**config.mk**
```make
export PLATFORM = sky130hd
export DESIGN_NAME = gpc_pin_control
export DESIGN_NICKNAME = d
export VERILOG_FILES = /design/src/include/gpc_pkg.sv /design/src/rtl/gpc_pin_control.sv
export VERILOG_INCLUDE_DIRS = /design/src /design/src/include
export SDC_FILE = /design/constraint.sdc
export NUM_CORES = 1
export LEC_CHECK = 0
export BUFFER_PORTS_ARGS = -buffer_cell sky130_fd_sc_hd__buf_2
export CAP_MARGIN = 10
export CORE_MARGIN = 3
export CORE_UTILIZATION = 50
export DETAILED_ROUTE_END_ITERATION = 10
export PLACE_DENSITY = 0.77
export SETUP_SLACK_MARGIN = 0.05
export SYNTH_ARGS = -nofsm -noshare
export SYNTH_HDL_FRONTEND = slang
export SYNTH_SLANG_ARGS = --single-unit
```
**constraint.sdc**
```tcl
create_clock -name clock -period 2.7 [get_ports clock]
set_clock_uncertainty 0.15 [all_clocks]
set_input_delay 0.27 -clock clock [delete_from_list [all_inputs] [get_ports clock]]
set_output_delay 0.27 -clock clock [all_outputs]
set_load 0.01 [all_outputs]
```
**src/include/gpc_params.svh**
```systemverilog
// offsets, fields, reset values and counts for the pin control block
`ifndef GPC_PARAMS_SVH
`define GPC_PARAMS_SVH
`define GPC_IDX_PIN_TEN 16'h4041
`define GPC_IDX_PIN_ELEVEN 16'h4042
`define GPC_IDX_INT_STATUS 16'h4050
`define GPC_IDX_INT_MASK 16'h4051
`define GPC_IDX_PIN_LEVEL 16'h4052
`define GPC_IDX_OUT_LEVEL 16'h4053
`define GPC_IDX_DEBOUNCE 16'h4054
`define GPC_BIT_DIR 15
`define GPC_BIT_PULL_HI 14
`define GPC_BIT_PULL_LO 13
`define GPC_BIT_MODE 12
`define GPC_BIT_SUPPLY 11
`define GPC_BIT_POL 10
`define GPC_BIT_OD 9
`define GPC_BIT_ENA 7
`define GPC_BIT_FN_HI 3
`define GPC_BIT_FN_LO 0
`define GPC_CTRL_RESET 16'hA400
`define GPC_CTRL_WMASK 16'hFE8F
`define GPC_PULL_NONE 2'b00
`define GPC_PULL_DOWN 2'b01
`define GPC_PULL_UP 2'b10
`define GPC_DEBOUNCE_RESET 16'h03E8
`endif

```
**src/include/gpc_pkg.sv**
```systemverilog
// types for the pin control block
package gpc_pkg;
    typedef logic [15:0] gpc_ctrl_t;
    typedef logic [3:0] gpc_fn_t;
    typedef enum logic [3:0] {
        GPC_IN_PLAIN_LONG = 4'h0,
        GPC_IN_PLAIN = 4'h1,
        GPC_IN_POWER_ONOFF = 4'h2,
        GPC_IN_SLEEP_WAKE = 4'h3,
        GPC_IN_SLEEP_WAKE_LONG = 4'h4,
        GPC_IN_SLEEP = 4'h5,
        GPC_IN_POWER_ON = 4'h6,
        GPC_IN_WATCHDOG = 4'h7,
        GPC_IN_DVS1 = 4'h8,
        GPC_IN_DVS2 = 4'h9,
        GPC_IN_HW_EN1 = 4'hA,
        GPC_IN_HW_EN2 = 4'hB,
        GPC_IN_HW_CTL1 = 4'hC,
        GPC_IN_HW_CTL2 = 4'hD,
        GPC_IN_HW_CTL1_LONG = 4'hE,
        GPC_IN_HW_CTL2_LONG = 4'hF
    } gpc_in_fn_t;
endpackage

```
**src/rtl/gpc_pin_control.sv**
```systemverilog
// two-pin general purpose pin control with apb registers
`timescale 1ns/1ns
`include "gpc_params.svh"
module gpc_pin_control (
    // clock and reset
    input wire logic clock,
    input wire logic rst_b,
    // apb slave
    input wire logic psel,
    input wire logic penable,
    input wire logic pwrite,
    input wire logic [31:0] paddr,
    input wire logic [31:0] pwdata,
    output logic [31:0] prdata,
    output logic pready,
    output logic pslverr,
    // interrupt
    output logic irq,
    // pins, index 0 is pin ten, 1 is pin eleven
    input wire logic [1:0] pin_in,
    output logic [1:0] pin_out,
    output logic [1:0] pin_oe,
    output logic [1:0] pin_pull_up,
    output logic [1:0] pin_pull_down,
    // sources for output functions
    input wire logic osc_32k_clk,
    input wire logic on_state,
    input wire logic sleep_state,
    input wire logic power_state_change,
    input wire logic dvs1_done,
    input wire logic dvs2_done,
    input wire logic ext_power_enable1,
    input wire logic ext_power_enable2,
    input wire logic system_supply_good,
    input wire logic converter_power_good,
    input wire logic ext_power_clk_2m,
    input wire logic aux_reset,
    // requests from input functions
    output logic power_onoff_req,
    output logic sleep_wake_req,
    output logic sleep_req,
    output logic power_on_req,
    output logic watchdog_reset_in,
    output logic [1:0] dvs_ctrl,
    output logic [1:0] hw_enable,
    output logic [1:0] hw_control
);
    import gpc_pkg::*;

    gpc_ctrl_t ctrl_r [2];
    logic [1:0] int_status_r;
    logic [1:0] int_mask_r;
    logic [1:0] out_level_r;
    logic [15:0] debounce_r;
    logic [1:0] sync1_r;
    logic [1:0] sync2_r;
    logic [1:0] filt_r;
    logic [1:0] filt_d_r;
    logic [15:0] deb_cnt_r [2];
    logic pready_r;
    logic [31:0] prdata_r;
    logic pslverr_r;
    logic irq_r;
    logic [1:0] pin_out_r;
    logic [1:0] pin_oe_r;
    logic [1:0] pull_up_r;
    logic [1:0] pull_down_r;
    logic [1:0] level;
    logic [1:0] is_in;
    logic [1:0] int_evt;
    logic [15:0] out_src [2];
    logic [1:0] out_val;
    logic access;
    logic wr_fire;
    logic hit_ctrl0;
    logic hit_ctrl1;
    logic hit_stat;
    logic hit_mask;
    logic hit_lvl;
    logic hit_out;
    logic hit_deb;
    logic hit_any;
    logic [31:0] rd_nxt;

    // byte address of a register index
    function automatic logic [31:0] reg_addr(input logic [15:0] idx);
        reg_addr = {14'h0000, idx, 2'b00};
    endfunction
    // functions that need the long de-bounce filter
    function automatic logic is_long(input gpc_fn_t fn);
        is_long = (fn == GPC_IN_PLAIN_LONG) ||
            (fn == GPC_IN_SLEEP_WAKE_LONG) ||
            (fn == GPC_IN_HW_CTL1_LONG) ||
            (fn == GPC_IN_HW_CTL2_LONG);
    endfunction
    // apply the polarity setting to a level
    function automatic logic polar(input logic pol, input logic v);
        polar = pol ? v : ~v;
    endfunction
    function automatic gpc_fn_t fn_of(input gpc_ctrl_t c);
        fn_of = c[`GPC_BIT_FN_HI:`GPC_BIT_FN_LO];
    endfunction
    // an enabled input pin carrying the given function
    function automatic logic in_fn(input int i, input gpc_fn_t code);
        in_fn = is_in[i] && (fn_of(ctrl_r[i]) == code) && level[i];
    endfunction
    // either pin carrying the given function
    function automatic logic any_fn(input gpc_fn_t code);
        any_fn = in_fn(0, code) | in_fn(1, code);
    endfunction

    // ---------------- apb decode ----------------
    // register address decode
    assign hit_ctrl0 = (paddr == reg_addr(`GPC_IDX_PIN_TEN));
    assign hit_ctrl1 = (paddr == reg_addr(`GPC_IDX_PIN_ELEVEN));
    assign hit_stat = (paddr == reg_addr(`GPC_IDX_INT_STATUS));
    assign hit_mask = (paddr == reg_addr(`GPC_IDX_INT_MASK));
    assign hit_lvl = (paddr == reg_addr(`GPC_IDX_PIN_LEVEL));
    assign hit_out = (paddr == reg_addr(`GPC_IDX_OUT_LEVEL));
    assign hit_deb = (paddr == reg_addr(`GPC_IDX_DEBOUNCE));
    assign hit_any = hit_ctrl0 | hit_ctrl1 | hit_stat | hit_mask |
        hit_lvl | hit_out | hit_deb;
    assign access = psel && penable && !pready_r;
    assign wr_fire = psel && penable && pready_r && pwrite && hit_any;

    always_comb begin
        rd_nxt = 32'h0000_0000;
        if (hit_ctrl0) begin
            rd_nxt = {16'h0000, ctrl_r[0]};
        end else if (hit_ctrl1) begin
            rd_nxt = {16'h0000, ctrl_r[1]};
        end else if (hit_stat) begin
            rd_nxt = {30'h0000_0000, int_status_r};
        end else if (hit_mask) begin
            rd_nxt = {30'h0000_0000, int_mask_r};
        end else if (hit_lvl) begin
            rd_nxt = {30'h0000_0000, level};
        end else if (hit_out) begin
            rd_nxt = {30'h0000_0000, out_level_r};
        end else if (hit_deb) begin
            rd_nxt = {16'h0000, debounce_r};
        end
    end

    // answer one cycle into the access phase
    always_ff @(posedge clock) begin
        if (!rst_b) begin
            pready_r <= 1'b0;
            prdata_r <= 32'h0000_0000;
            pslverr_r <= 1'b0;
        end else begin
            pready_r <= access;
            if (access) begin
                prdata_r <= pwrite ? 32'h0000_0000 : rd_nxt;
                pslverr_r <= !hit_any;
            end else begin
                pslverr_r <= 1'b0;
            end
        end
    end

    // ---------------- control registers ----------------
    always_ff @(posedge clock) begin
        if (!rst_b) begin
            ctrl_r[0] <= `GPC_CTRL_RESET;
            ctrl_r[1] <= `GPC_CTRL_RESET;
        end else if (wr_fire) begin
            if (hit_ctrl0) begin
                ctrl_r[0] <= pwdata[15:0] & `GPC_CTRL_WMASK;
            end
            if (hit_ctrl1) begin
                ctrl_r[1] <= pwdata[15:0] & `GPC_CTRL_WMASK;
            end
        end
    end

    always_ff @(posedge clock) begin
        if (!rst_b) begin
            int_mask_r <= 2'b00;
            out_level_r <= 2'b00;
            debounce_r <= `GPC_DEBOUNCE_RESET;
        end else if (wr_fire) begin
            if (hit_mask) begin
                int_mask_r <= pwdata[1:0];
            end
            if (hit_out) begin
                out_level_r <= pwdata[1:0];
            end
            if (hit_deb) begin
                debounce_r <= pwdata[15:0];
            end
        end
    end

    // ---------------- input path ----------------
    // two-stage synchroniser
    always_ff @(posedge clock) begin
        if (!rst_b) begin
            sync1_r <= 2'b00;
            sync2_r <= 2'b00;
        end else begin
            sync1_r <= pin_in;
            sync2_r <= sync1_r;
        end
    end

    always_ff @(posedge clock) begin
        if (!rst_b) begin
            filt_r <= 2'b00;
            filt_d_r <= 2'b00;
            deb_cnt_r[0] <= 16'h0000;
            deb_cnt_r[1] <= 16'h0000;
        end else begin
            filt_d_r <= filt_r;
            for (int i = 0; i < 2; i++) begin
                if (!is_long(fn_of(ctrl_r[i]))) begin
                    filt_r[i] <= sync2_r[i];
                    deb_cnt_r[i] <= 16'h0000;
                end else if (sync2_r[i] == filt_r[i]) begin
                    deb_cnt_r[i] <= 16'h0000;
                end else if (deb_cnt_r[i] >= debounce_r) begin
                    filt_r[i] <= sync2_r[i];
                    deb_cnt_r[i] <= 16'h0000;
                end else begin
                    deb_cnt_r[i] <= deb_cnt_r[i] + 16'h0001;
                end
            end
        end
    end

    always_comb begin
        for (int i = 0; i < 2; i++) begin
            level[i] = polar(ctrl_r[i][`GPC_BIT_POL], filt_r[i]);
            is_in[i] = ctrl_r[i][`GPC_BIT_ENA] && ctrl_r[i][`GPC_BIT_DIR];
        end
    end

    always_comb begin
        for (int i = 0; i < 2; i++) begin
            if (ctrl_r[i][`GPC_BIT_MODE]) begin
                int_evt[i] = is_in[i] && (filt_r[i] != filt_d_r[i]);
            end else if (ctrl_r[i][`GPC_BIT_POL]) begin
                int_evt[i] = is_in[i] && filt_r[i] && !filt_d_r[i];
            end else begin
                int_evt[i] = is_in[i] && !filt_r[i] && filt_d_r[i];
            end
        end
    end

    // sticky status, write one to clear, a new event wins
    always_ff @(posedge clock) begin
        if (!rst_b) begin
            int_status_r <= 2'b00;
        end else if (wr_fire && hit_stat) begin
            int_status_r <= (int_status_r & ~pwdata[1:0]) | int_evt;
        end else begin
            int_status_r <= int_status_r | int_evt;
        end
    end

    always_ff @(posedge clock) begin
        if (!rst_b) begin
            irq_r <= 1'b0;
        end else begin
            irq_r <= |(int_status_r & int_mask_r);
        end
    end

    always_ff @(posedge clock) begin
        if (!rst_b) begin
            power_onoff_req <= 1'b0;
            sleep_wake_req <= 1'b0;
            sleep_req <= 1'b0;
            power_on_req <= 1'b0;
            watchdog_reset_in <= 1'b0;
            dvs_ctrl <= 2'b00;
            hw_enable <= 2'b00;
            hw_control <= 2'b00;
        end else begin
            power_onoff_req <= any_fn(GPC_IN_POWER_ONOFF);
            sleep_wake_req <= any_fn(GPC_IN_SLEEP_WAKE) |
                any_fn(GPC_IN_SLEEP_WAKE_LONG);
            sleep_req <= any_fn(GPC_IN_SLEEP);
            power_on_req <= any_fn(GPC_IN_POWER_ON);
            watchdog_reset_in <= any_fn(GPC_IN_WATCHDOG);
            dvs_ctrl <= {any_fn(GPC_IN_DVS2), any_fn(GPC_IN_DVS1)};
            hw_enable <= {any_fn(GPC_IN_HW_EN2), any_fn(GPC_IN_HW_EN1)};
            hw_control[0] <= any_fn(GPC_IN_HW_CTL1) |
                any_fn(GPC_IN_HW_CTL1_LONG);
            hw_control[1] <= any_fn(GPC_IN_HW_CTL2) |
                any_fn(GPC_IN_HW_CTL2_LONG);
        end
    end

    // ---------------- output path ----------------
    always_comb begin
        for (int i = 0; i < 2; i++) begin
            out_src[i] = {aux_reset, ext_power_clk_2m,
                converter_power_good, system_supply_good,
                ext_power_enable2, ext_power_enable1,
                dvs2_done, dvs1_done, 3'b000,
                power_state_change, sleep_state, on_state,
                osc_32k_clk, out_level_r[i]};
            out_val[i] = polar(ctrl_r[i][`GPC_BIT_POL],
                out_src[i][fn_of(ctrl_r[i])]);
        end
    end

    always_ff @(posedge clock) begin
        if (!rst_b) begin
            pin_out_r <= 2'b00;
            pin_oe_r <= 2'b00;
            pull_up_r <= 2'b00;
            pull_down_r <= 2'b11;
        end else begin
            for (int i = 0; i < 2; i++) begin
                pull_up_r[i] <= ctrl_r[i][`GPC_BIT_PULL_HI:`GPC_BIT_PULL_LO]
                    == `GPC_PULL_UP;
                pull_down_r[i] <=
                    ctrl_r[i][`GPC_BIT_PULL_HI:`GPC_BIT_PULL_LO]
                    == `GPC_PULL_DOWN;
                pin_out_r[i] <= !ctrl_r[i][`GPC_BIT_OD] && out_val[i];
                pin_oe_r[i] <= ctrl_r[i][`GPC_BIT_ENA] &&
                    !ctrl_r[i][`GPC_BIT_DIR] &&
                    (!ctrl_r[i][`GPC_BIT_OD] || !out_val[i]);
            end
        end
    end

    assign prdata = prdata_r;
    assign pready = pready_r;
    assign pslverr = pslverr_r;
    assign irq = irq_r;
    assign pin_out = pin_out_r;
    assign pin_oe = pin_oe_r;
    assign pin_pull_up = pull_up_r;
    assign pin_pull_down = pull_down_r;

endmodule // gpc_pin_control

```
==> results of run 1 <==
## final cells by class
type,count,area share
clock inverter,10,0.01995
clock buffer,21,0.05663
antenna,1,0.0003069
sequential,124,0.3734
timing repair buffer,136,0.09853
tap,172,0.02640
inverter,34,0.01565
multi-input combinational,511,0.4091
## per-stage QoR
step           utilization  worst slack, ns
6_report            0.6357           0.1669
5_1_grt             0.6357          0.05185
4_1_cts             0.6348           0.1936
3_5_place_dp        0.5768           0.2124
3_3_place_gp        0.5768           0.2964
2_1_floorplan            -           0.2840
## path summary, 6_finish.rpt
check                                     start                             end  slack [ns]  cells after the start
setup / recovery  deb_cnt_r[0][9]$_SDFFCE_PN0P_  deb_cnt_r[0][12]$_SDFFCE_PN0P_        0.17                      8
hold / removal                       pwdata[14]     debounce_r[14]$_SDFFE_PN0P_        0.02                      3
setup reg to reg  deb_cnt_r[0][9]$_SDFFCE_PN0P_  deb_cnt_r[0][12]$_SDFFCE_PN0P_        0.17                      8
hold reg to reg           sync1_r[1]$_SDFF_PN0_           sync2_r[1]$_SDFF_PN0_        0.29                      1
## tightest hold or removal path, stage by stage
cell	delay, ns
sky130_fd_sc_hd__buf_2	0.09
sky130_fd_sc_hd__mux2i_1	0.07
sky130_fd_sc_hd__nor2b_1	0.11
## synthesized netlist by cell type, drive strengths merged, types with 4 or more instances
| library cell | number |
|---|---|
| mux4 | 8 |
| a21o | 5 |
| xnor2 | 16 |
| nand2b | 7 |
| nand3 | 23 |
| o211ai | 8 |
| inv | 34 |
| nand2 | 64 |
| a22oi | 6 |
| nor4 | 4 |
| nor2 | 60 |
| o21ai | 28 |
| mux2i | 16 |
| o21a | 5 |
| ha | 34 |
| xor2 | 18 |
| nor3 | 16 |
| and3 | 12 |
| a222oi | 10 |
| nand4 | 13 |
| edfxtp | 56 |
| nor2b | 25 |
| a21oi | 16 |
| a31oi | 4 |
| buf | 30 |
| dfxtp | 68 |
| clkbuf | 16 |
| and2 | 23 |
| a21boi | 5 |
## layer usage
metal	global-route usage	routed length [um]
met5	0	0
met4	0.1001	466
met3	0.05408	1103
met2	0.4280	8672
met1	0.2629	6607
## cell families (layout without fill, tap and decap cells)
logic type,Yosys count,after routing,synth area share
and+or+nand+nor,265,265,0.2046
muxes,24,24,0.05231
AOI/OAI and AO/OA,106,106,0.1090
DFF,124,124,0.4577
xor gates and xnor gates,34,34,0.04479
adders and majority gates,34,34,0.06398
other,2,49,0.001130
buffers and inverters,81,201,0.06661
## what timing repair did
| item | CTS | global route |
|---|---|---|
| endpoints found under the setup margin | 0 | 17 |
| hold endpoints to repair | 14 | 0 |
| hold buffers | 12 | 0 |
| setup buffers | 0 | 1 |
| gates resized for setup | 0 | 2 |
## sequential cells by signal, indices dropped and copies added, names as in the netlist, 16 cells and up
| name | count |
|---|---|
| ctrl_r | 24 |
| debounce_r | 16 |
| prdata | 16 |
| deb_cnt_r | 32 |
## cells in the final DEF, fill, tap and decap left out, types with 5 or more instances in the layout
cell type	count
sky130_fd_sc_hd__dlygate4sd3_1	12
sky130_fd_sc_hd__o21a_1	5
sky130_fd_sc_hd__buf_4	19
sky130_fd_sc_hd__nor3_1	13
sky130_fd_sc_hd__nand2_1	64
sky130_fd_sc_hd__o21ai_0	28
sky130_fd_sc_hd__o211ai_1	8
sky130_fd_sc_hd__xor2_1	18
sky130_fd_sc_hd__nand3_1	23
sky130_fd_sc_hd__xnor2_1	16
sky130_fd_sc_hd__a21boi_0	5
sky130_fd_sc_hd__mux4_2	6
sky130_fd_sc_hd__clkbuf_16	18
sky130_fd_sc_hd__nor2_1	60
sky130_fd_sc_hd__edfxtp_1	56
sky130_fd_sc_hd__a222oi_1	10
sky130_fd_sc_hd__a22oi_1	6
sky130_fd_sc_hd__and3_1	12
sky130_fd_sc_hd__mux2i_1	16
sky130_fd_sc_hd__nand4_1	13
sky130_fd_sc_hd__buf_2	104
sky130_fd_sc_hd__a21o_1	5
sky130_fd_sc_hd__and2_1	22
sky130_fd_sc_hd__nand2b_1	7
sky130_fd_sc_hd__inv_1	33
sky130_fd_sc_hd__conb_1	48
sky130_fd_sc_hd__a21oi_1	16
sky130_fd_sc_hd__ha_1	34
sky130_fd_sc_hd__nor2b_1	25
sky130_fd_sc_hd__dfxtp_1	67
## power by group
group | total (mW) | internal (mW) | leakage (nW) | switching (mW)
registers | 2.04 | 2.00 | 1.11 | 0.0424
clock network | 2.42 | 1.59 | 0.303 | 0.824
logic | 0.301 | 0.139 | 2.00 | 0.162
total | 4.76 | 3.73 | 3.41 | 1.03
==> parameters.txt, run 1 <==
Parameter                              Value

Status
  Status ... complete, no violations

Route
  Drt total wl ... between 15 and 20 mm
  Overall via count from detail_route ... ~5500
  Drt pass-1 iters ... 6
  Average wire per cell in the routed design ... 16.70 um
  Per-cell via count in the routed design ... ~5.4
  Number of nets with antenna violations after routing ... 0
  Initial DRC count ... 423
  Number of remaining DRC errors ... 0

Critical path
  Highest cell delay on the worst timing path ... ~0.56 ns
  Crit-path leading delay family ... simple AND/OR/NAND/NOR gates
  Ordered list of cells on the worst path ... ha_1 > nand4_1 > or4_1 > nand3_1 > nor3_1 > o31ai_1 > buf_4 > nor2_1
  Critical path class ... reg -> reg
  Arr. time, crit path ... about 2.6 ns
  Critical path launch point type ... flop
  Element type at the critical path end ... flop
  Count of buffering cells on the critical path with inverters included ... 1
  Library cell contributing the largest single delay on the critical path ... sky130_fd_sc_hd__or4_1
  Required arrival time at the worst endpoint ... approximately 2.7 ns
  Maximum net fanout on the critical path ... 15

Placed design
  Weighted congestion at the end of routability-driven global placement ... a little under 0.9
  # port buffers ... about 100
  Placed Instance Area ... approximately 7400 um^2
  Cells after DPL ... 964
  DPL Wire Length ... ~12 mm

Pwr
  Cell Pwr Density ... around 580 nW/um^2
  Total power of the final layout ... 4.762 mW
  Maximum ir drop on the vdd rail ... 0.4477 mV
  Leak pwr ... ~3.4 nW

STA
  Final hold viol count ... 0
  Final sum of negative setup slack ... 0 ns
  Max-slew violation total from the final report ... 0
  RSZ-0062 raised after global routing ... no
  Total of endpoints with negative setup slack in the final report ... 0
  Highest achievable clock rate ... between 300 and 400 MHz
  Least-Margin Pin Slew ... 0.6029 ns
  Normalized max-slew margin ... 0.5980
  Period utilization ... 0.9382
  Fin Hold WS ... between 0.02 and 0.025 ns
  Tmin final ... ~2.5 ns

Layout
  Cell area after layout ... roughly 8200 um^2
  Layout cell share with drive strength beyond 1 ... 0.2010
  Final Net Count ... roughly 940
  Number of fill cells ... 1075
  FF/Latch Area ... a little over 3000 um^2
  Area taken by multi-input logic gates ... ~3300 um^2
  Synth-to-Final Area Change ... 22.62%
  Post-layout instance count excluding filler cells ... approximately 1000

Worst hold path
  Class of the tightest hold or removal check ... in -> reg

Floorplanning
  Placeable core region ... around 13000 um^2
  Count of standard-cell rows ... a little over 40
  Chip width ... 121.3 um
  Height of the chip ... approximately 120 um
  Initial cell density of the core ... 0.5184
  Number of placed I/O pins ... 137
  Die area ... between 10000 and 15000 um^2

GRT
  Congestion Overflow GR ... 0
  Overall fraction of global-route tracks in use ... 0.2357
  Vias in the first global route ... approximately 5600
  First-pass GRT wire length ... around 27 mm
  Initial antenna violation count ... 1
  Maximum number of pins on one net before global-route repair ... 23

Synthesis
  Mapped cell area ... 6649 um^2
  Yosys warnings ... 0
  Fraction of registers with async set or reset after synthesis ... 0
  Synth top area share ... 0.2529
  Synth top area cells ... sky130_fd_sc_hd__edfxtp_1, sky130_fd_sc_hd__dfxtp_1, sky130_fd_sc_hd__ha_1, sky130_fd_sc_hd__nand2_1, sky130_fd_sc_hd__nor2_1
  Post-synth EDFFs ... 56
  Cell taking the most area after synthesis ... sky130_fd_sc_hd__edfxtp_1
  Synthesized area per cell ... between 9 and 10 um^2
  Register bit count reported by yosys ... 124
  Register area share after synthesis ... 0.4577
  Post-synth top flop ... sky130_fd_sc_hd__dfxtp_1
  Post-Synthesis Cells ... 670
  Number of distinct library cells after synthesis ... between 60 and 70

Clock tree
  TritonCTS buffer count ... 17
  Clock sink count ... 124
  Worst-Skew Late Latency ... 0.42 ns
  Clock root buffer ... sky130_fd_sc_hd__clkbuf_16
  Buffer depth of the longest clock path ... 2
  CTS tree ... built
  H-tree levels ... 4
  Reg clk slew, reported paths ... around 0.050 ns

Flow run
  Count of max-cap constraint violations ... 0
(Power assumes the default switching activity.)
==> inputs of run 2 (changes only) <==
--- a/config.mk
+++ b/config.mk
@@ -6,12 +6,13 @@
 export SDC_FILE = /design/constraint.sdc
 export NUM_CORES = 1
 export LEC_CHECK = 0
+export ABC_AREA = 1
 export BUFFER_PORTS_ARGS = -buffer_cell sky130_fd_sc_hd__buf_2
 export CAP_MARGIN = 10
 export CORE_MARGIN = 3
 export CORE_UTILIZATION = 50
 export DETAILED_ROUTE_END_ITERATION = 10
-export PLACE_DENSITY = 0.77
+export PLACE_DENSITY = 0.76
 export SETUP_SLACK_MARGIN = 0.05
 export SYNTH_ARGS = -nofsm -noshare
 export SYNTH_HDL_FRONTEND = slang
==> run 2 against run 1 <==
Compared with the run above:
- synthesized area grew 5.6%
- non-clock buffer count shrank 16
- first-iteration DRC count grew 40%
- register-to-register slack gained 0.11 ns
- sequential power is essentially flat
- synthesized cell count grew 36%
- routed wire length grew 0.78%
- total power shrank 2.9%
- clock-buffer cell count grew 3
- largest power group unchanged
==> parameters.txt, run 2 <==
Parameter                              Value

Status
  Status ... complete, no violations

Layout
  Most common cell after layout, fill and taps aside ... sky130_fd_sc_hd__nand2_1
  Cell area after layout ... 8464 um^2 (+3.8%)
  Number of flip-flops under the largest register name ... 32 (unchanged)
  Commonest cells after routing, fill and taps aside ... sky130_fd_sc_hd__nand2_1, sky130_fd_sc_hd__inv_1, sky130_fd_sc_hd__nor2_1, sky130_fd_sc_hd__buf_2, sky130_fd_sc_hd__a21oi_1
  Final Net Count ... 1182 (+26%)
  Synth-to-Final Area Change ... 20.50%
  Largest registers ... deb_cnt_r x32, ctrl_r x24
  Register with the most flip-flops ... deb_cnt_r
  Layout cell share with drive strength beyond 1 ... 0.1596 (-0.04140)
  Post-layout util ... 0.6267 (-0.008970)
  Number of fill cells ... 1180 (+9.8%)
  Inserted Diodes ... 0 (-1)

Clock tree
  Reg clk slew, reported paths ... 0.05 ns (about the same)
  Worst-Skew Late Latency ... 0.42 ns (about the same)
  Clock sink count ... 124 (unchanged)
  # Post-CTS Setup Buffers ... 0 (unchanged)
  H-tree levels ... 4 (unchanged)
  TritonCTS buffer count ... 17 (unchanged)
  Clock root buffer ... sky130_fd_sc_hd__clkbuf_16
  Buffer depth of the longest clock path ... 2 (unchanged)
  CTS tree ... built

Placed design
  Post-place setup slack ... 0.2890 ns (+0.07660 ns)
  DPL Wire Length ... 13.06 mm (+6.5%)
  Placed Instance Area ... 7812 um^2 (+5.6%)
  # port buffers ... 104 (unchanged)
  Weighted congestion at the end of routability-driven global placement ... 0.8996 (+2.9%)

GRT
  Met3 routing resource usage after global routing ... 0.05189 (-0.002192)
  Layer carrying the most global-route usage ... met2
  GR Util met1 ... 0.3017 (+0.03876)
  Congestion Overflow GR ... 0 (unchanged)
  GRT met2 Usage ... 0.3562 (-0.07175)
  Initial antenna violation count ... 0 (-1)
  Overall fraction of global-route tracks in use ... 0.2250 (-0.01071)
  Maximum number of pins on one net before global-route repair ... 46 (+100%)
  First-pass GRT wire length ... 28.36 mm (+5.7%)
  Vias in the first global route ... 5998 (+7.9%)

STA
  Highest achievable clock rate ... 412.2 MHz (+4.4%)
  Final hold viol count ... 0 (unchanged)
  Period utilization ... 0.8986 (-0.03965)
  Max-slew violation total from the final report ... 0 (unchanged)
  RSZ-0062 raised after global routing ... no
  Worst Setup Slack, final ... 0.2739 ns (+0.1071 ns)
  Normalized max-slew margin ... 0.4824 (-0.1156)
  Final sum of negative setup slack ... 0 ns (unchanged)
  Total of endpoints with negative setup slack in the final report ... 0 (unchanged)
  Tmin final ... 2.426 ns (-0.1071 ns)
  Least-Margin Pin Slew ... 0.7692 ns (+0.1663 ns)

Critical path
  Highest cell delay on the worst timing path ... 0.47 ns (-0.09 ns)
  Library cell contributing the largest single delay on the critical path ... sky130_fd_sc_hd__or2_2
  Critical path class ... reg -> reg
  Ordered list of cells on the worst path ... inv_1 > ha_1 > nand2_1 > inv_1 > nand3_1 > inv_1 > a21oi_1 > nand4_1 > or2_2 > nor3b_1
  Critical path launch point type ... flop
  Required arrival time at the worst endpoint ... 2.80 ns (+0.08 ns)
  Cell mode on critical path ... sky130_fd_sc_hd__inv_1
  Maximum net fanout on the critical path ... 16 (+1)
  Element type at the critical path end ... flop
  Arr. time, crit path ... 2.53 ns (-0.02 ns)

Route
  Drt total wl ... 16.98 mm (+0.78%)
  Overall via count from detail_route ... 6309 (+15%)
  Initial DRC count ... 594 (+40%)
  Number of nets with antenna violations after routing ... 0 (unchanged)
  Per-cell via count in the routed design ... 5.031 (-7.7%)
  Average wire per cell in the routed design ... 13.54 um (-19%)
  Drt pass-1 iters ... 5 (-1)
  Number of remaining DRC errors ... 0 (unchanged)

Floorplanning
  Count of standard-cell rows ... 42 (+2.4%)
  Number of placed I/O pins ... 137 (unchanged)
  Height of the chip ... 124.5 um (+2.6%)
  Die area ... 15510 um^2 (+5.4%)
  Initial cell density of the core ... 0.5201 (+0.001665)
  Chip width ... 124.5 um (+2.6%)
  Placeable core region ... 13510 um^2 (+5.3%)

Synthesis
  Number of distinct library cells after synthesis ... 42 (-33%)
  Register area share after synthesis ... 0.4332 (-0.02446)
  Post-synth EDFFs ... 56 (unchanged)
  Synthesized area per cell ... 7.694 um^2 (-22%)
  Mapped cell area ... 7024 um^2 (+5.6%)
  Post-Synthesis Cells ... 913 (+36%)
  Synth top area cells ... sky130_fd_sc_hd__edfxtp_1, sky130_fd_sc_hd__dfxtp_1, sky130_fd_sc_hd__nand2_1, sky130_fd_sc_hd__inv_1, sky130_fd_sc_hd__nor2_1
  Fraction of registers with async set or reset after synthesis ... 0 (unchanged)
  Yosys warnings ... 0 (unchanged)
  Post-synth top flop ... sky130_fd_sc_hd__dfxtp_1
  Most common cell in the netlist ... sky130_fd_sc_hd__nand2_1
  Synth top area share ... 0.2394 (-0.01352)
  Register bit count reported by yosys ... 124 (unchanged)
  Top cells by count, synth ... sky130_fd_sc_hd__nand2_1, sky130_fd_sc_hd__inv_1, sky130_fd_sc_hd__nor2_1, sky130_fd_sc_hd__a21oi_1, sky130_fd_sc_hd__dfxtp_1
  Cell taking the most area after synthesis ... sky130_fd_sc_hd__edfxtp_1

Pwr
  Leak pwr ... 3.979 nW (+17%)
  Maximum ir drop on the vdd rail ... 0.4577 mV (+2.2%)
  Total power of the final layout ... 4.626 mW (-2.9%)
  Cell Pwr Density ... 546.5 nW/um^2 (-6.4%)

Flow run
  Count of max-cap constraint violations ... 0 (unchanged)

Worst hold path
  Class of the tightest hold or removal check ... in -> reg
-- run 2: cell type report --
class / count / area (um^2) / area share
tap: 176 / 220.2 / 0.02602
sequential: 124 / 3043 / 0.3595
multi-input combinational: 666 / 3451 / 0.4077
clock inverter: 8 / 88.84 / 0.01050
timing repair buffer: 120 / 658.1 / 0.07775
inverter: 136 / 510.5 / 0.06031
clock buffer: 24 / 493.0 / 0.05824
-- run 2: path summary, 6_finish.rpt --
kind | startpoint | end | slack, ns | cells past startpoint
worst max-delay path | debounce_r[15]$_SDFFE_PN0P_ | deb_cnt_r[0][11]$_SDFFCE_PN0P_ | 0.27 | 10
worst max register to register | debounce_r[15]$_SDFFE_PN0P_ | deb_cnt_r[0][11]$_SDFFCE_PN0P_ | 0.27 | 10
worst min-delay path | pwdata[7] | debounce_r[7]$_SDFFE_PN1P_ | 0.03 | 3
worst min register to register | sync1_r[1]$_SDFF_PN0_ | sync2_r[1]$_SDFF_PN0_ | 0.26 | 2
-- run 2: cell families (layout without fill, tap and decap cells) --
kind of cell	count (synthesis)	after routing	synth area share
AND/OR/NAND/NOR	428	428	0.2663
buffers and inverters	169	288	0.1001
AO/OA/AOI/OAI	134	134	0.1113
flip-flops	124	124	0.4332
adder cells (fa/ha/maj)	34	34	0.06056
XOR/XNOR	22	22	0.02743
other	2	48	0.001069
-- run 2: worst max-delay path, delay by kind of cell (launching register included) --
family          cells  cell delay (ns)
simple gates        5             1.04
fa+ha+maj           1             0.35
flops               1             0.33
buf+inv             3             0.23
compound gates      1             0.16
-- run 2: where the power goes --
group          total, mW  switching, mW  internal (mW)  leakage [nW]
Combinational      0.337          0.212          0.126          2.58
Sequential          2.06         0.0496           2.02          1.11
Clock               2.22          0.774           1.45         0.290
Total               4.63           1.04           3.59          3.98
-- run 2: timing repair --
action                                 4_1_cts  5_1_grt
endpoints found under the hold margin        7        0
hold buffers                                 7        0
gates resized for setup                      0        0
-- run 2: routing by layer --
layer	vias up	part of all wire	wire length [um]
met1	2833	0.45	7606
li1	3227	-	-
met2	221	0.46	7760
met4	0	0.019	317
met5	-	0	0
met3	28	0.076	1296
-- run 2: through the flow --
step           hold slack, ns  cells
2_1_floorplan          0.2176    959
6_report              0.02771   1254
3_3_place_gp           0.2448   1215
3_5_place_dp           0.2474   1215
4_1_cts               0.02468   1254
5_1_grt               0.04294   1254
==> inputs of run 3 (changes only) <==
==> constraint.sdc (replaced) <==
create_clock -name clock -period 2.8 [get_ports clock]
set_clock_uncertainty 0.15 [all_clocks]
set_input_delay 0.28 -clock clock [delete_from_list [all_inputs] [get_ports clock]]
set_output_delay 0.28 -clock clock [all_outputs]
set_load 0.01 [all_outputs]
==> run 3 against run 2 <==
Compared with the run above:
- worst hold slack better by 0.014 ns
- sequential cell count unchanged
- cell area shrank 0.50%
- first-iteration DRC count shrank 9.6%
- clock-buffer cell count shrank 6
- utilization down 0.31 points
- critical path type unchanged
- largest cell class unchanged
==> parameters.txt, run 3 (synthesized netlist as in run 2, its figures left out) <==
Parameter                              Value

Layout
  Synth-to-Final Area Change ... 19.90%
  Layout cell share with drive strength beyond 1 ... 0.1640 (+0.004486)
  Number of fill cells ... 1230 (+4.2%)
  Inserted Diodes ... 0 (unchanged)
  Commonest cells after routing, fill and taps aside ... sky130_fd_sc_hd__nand2_1, sky130_fd_sc_hd__inv_1, sky130_fd_sc_hd__nor2_1, sky130_fd_sc_hd__buf_2, sky130_fd_sc_hd__a21oi_1
  Register with the most flip-flops ... deb_cnt_r
  Most common cell after layout, fill and taps aside ... sky130_fd_sc_hd__nand2_1
  Largest registers ... deb_cnt_r x32, ctrl_r x24
  Number of flip-flops under the largest register name ... 32 (unchanged)
  Final Net Count ... 1183 (+0.085%)
  Post-layout util ... 0.6236 (-0.003150)

STA
  RSZ-0062 raised after global routing ... no
  Normalized max-slew margin ... 0.4596 (-0.02283)
  Tmin final ... 2.437 ns (+0.01067 ns)
  Least-Margin Pin Slew ... 0.8032 ns (+0.03393 ns)
  Total of endpoints with negative setup slack in the final report ... 0 (unchanged)
  Final hold viol count ... 0 (unchanged)
  Final sum of negative setup slack ... 0 ns (unchanged)
  Highest achievable clock rate ... 410.4 MHz (-0.44%)
  Worst Setup Slack, final ... 0.3632 ns (+0.08933 ns)
  Period utilization ... 0.8703 (-0.02828)
  Max-slew violation total from the final report ... 0 (unchanged)

Critical path
  Worst R2R Start ... debounce_r[13]$_SDFFE_PN0P_
  Element type at the critical path end ... flop
  Count of buffering cells on the critical path with inverters included ... 2 (-1)
  Critical path launch point type ... flop
  Library cell contributing the largest single delay on the critical path ... sky130_fd_sc_hd__or2_2
  Required arrival time at the worst endpoint ... 2.90 ns (+0.10 ns)
  Arr. time, crit path ... 2.54 ns (about the same)
  Crit-path leading delay family ... simple AND/OR/NAND/NOR gates
  Highest cell delay on the worst timing path ... 0.46 ns (about the same)
  Start point of the critical path ... debounce_r[13]$_SDFFE_PN0P_
  Maximum net fanout on the critical path ... 16 (unchanged)
  Critical path class ... reg -> reg
  Worst reg-to-reg setup slack ... 0.36 ns (+0.09 ns)
  Ordered list of cells on the worst path ... inv_1 > ha_1 > nand2_1 > inv_1 > o21ai_0 > nand2_1 > a21oi_1 > nand4_1 > or2_2 > nor3b_1

GRT
  Vias in the first global route ... 5879 (-2.0%)
  First-pass GRT wire length ... 27.58 mm (-2.8%)
  Congestion Overflow GR ... 0 (unchanged)
  Overall fraction of global-route tracks in use ... 0.2204 (-0.004618)
  Initial antenna violation count ... 0 (unchanged)
  Maximum number of pins on one net before global-route repair ... 46 (unchanged)

Pwr
  Total power of the final layout ... 4.280 mW (-7.5%)
  Cell Pwr Density ... 508.1 nW/um^2 (-7.0%)
  Leak pwr ... 3.967 nW (-0.29%)
  Maximum ir drop on the vdd rail ... 0.5189 mV (+13%)

Placed design
  DPL Wire Length ... 13.14 mm (+0.61%)
  # port buffers ... 104 (unchanged)
  Weighted congestion at the end of routability-driven global placement ... 0.9061 (+0.72%)
  Post-place setup slack ... 0.3979 ns (+0.1089 ns)

Clock tree
  Post-cts gate resize count ... 0 (unchanged)
  Number of buffers added to fix hold violations after cts ... 7 (unchanged)
  Reg clk slew, reported paths ... 0.05 ns (about the same)
  Clock root buffer ... sky130_fd_sc_hd__clkbuf_16
  Clock sink count ... 124 (unchanged)
  Worst-Skew Late Latency ... 0.42 ns (about the same)
  H-tree levels ... 4 (unchanged)
  # Post-CTS Setup Buffers ... 0 (unchanged)
  CTS tree ... built
  Buffer depth of the longest clock path ... 2 (unchanged)
  TritonCTS buffer count ... 17 (unchanged)

Route
  Initial DRC count ... 537 (-9.6%)
  Overall via count from detail_route ... 6369 (+0.95%)
  Drt pass-1 iters ... 6 (+1)
  Per-cell via count in the routed design ... 5.075 (+0.87%)
  Number of nets with antenna violations after routing ... 0 (unchanged)
  Number of remaining DRC errors ... 0 (unchanged)
  Drt total wl ... 17.07 mm (+0.51%)
  Average wire per cell in the routed design ... 13.60 um (+0.43%)

Floorplanning
  Placeable core region ... 13510 um^2 (unchanged)
  Initial cell density of the core ... 0.5201 (unchanged)
  Chip width ... 124.5 um (unchanged)
  Number of placed I/O pins ... 137 (unchanged)
  Height of the chip ... 124.5 um (unchanged)
  Count of standard-cell rows ... 42 (unchanged)
  Die area ... 15510 um^2 (unchanged)

Worst hold path
  Worst Min Path Start ... pwdata[9]
  Class of the tightest hold or removal check ... in -> reg

Flow run
  Count of max-cap constraint violations ... 0 (unchanged)

Status
  Status ... complete, no violations
run 3: cell count changes in the layout (fill, tap and decap cells not counted), sizes merged:
cell	delta
buf	+1
inv	+6
clkbuf	-6
clkinv	+2
bufinv	-2
run 3: final timing paths:
path         cells after the start                              to
max reg2reg                     10  deb_cnt_r[0][11]$_SDFFCE_PN0P_
min reg2reg                      2           sync2_r[1]$_SDFF_PN0_
max                             10  deb_cnt_r[0][11]$_SDFFCE_PN0P_
min                              3      debounce_r[9]$_SDFFE_PN1P_
run 3: worst register-to-register path: cells and delay by family, from the launching register on:
| kind | cells | cell delay (ns) |
|---|---|---|
| AO/OA/AOI/OAI | 2 | 0.28 |
| buffers and inverters | 2 | 0.15 |
| AND/OR/NAND/NOR | 5 | 1.03 |
| flip-flops | 1 | 0.35 |
| adder cells (fa/ha/maj) | 1 | 0.32 |
run 3: through the flow:
step / hold slack (ns) / area [um^2] / instances
4_1_cts: 0.03866 / 8422 / 1255
6_report: 0.04217 / 8422 / 1255
2_1_floorplan: 0.2276 / 7197 / 959
3_5_place_dp: 0.2519 / 7820 / 1216
3_3_place_gp: 0.2465 / 7820 / 1216
5_1_grt: 0.04608 / 8422 / 1255
run 3: cell type report:
| cell class | count | area (um^2) | share of cell area |
|---|---|---|---|
| multi-input cells | 666 | 3451 | 0.4097 |
| clock buffers | 18 | 439.2 | 0.05215 |
| flip-flops and latches | 124 | 3043 | 0.3613 |
| repair buffers | 121 | 665.6 | 0.07904 |
| inverters | 136 | 510.5 | 0.06062 |
| well taps | 176 | 220.2 | 0.02615 |
| clock inverters | 14 | 92.59 | 0.01099 |
run 3: power breakdown:
group | total, mW | switching [mW] | internal [mW]
Clock | 1.96 | 0.813 | 1.15
Sequential | 1.99 | 0.0479 | 1.94
Combinational | 0.326 | 0.205 | 0.121
Total | 4.28 | 1.07 | 3.21
run 3: metal layers:
metal  GRT usage  routed length [um]  up-vias
met3     0.04588                1190       40
met1      0.2906                7663     2837
met4     0.08962                 422        0
met5           0                   0        -
met2      0.3540                7791      262
li1            -                   -     3230
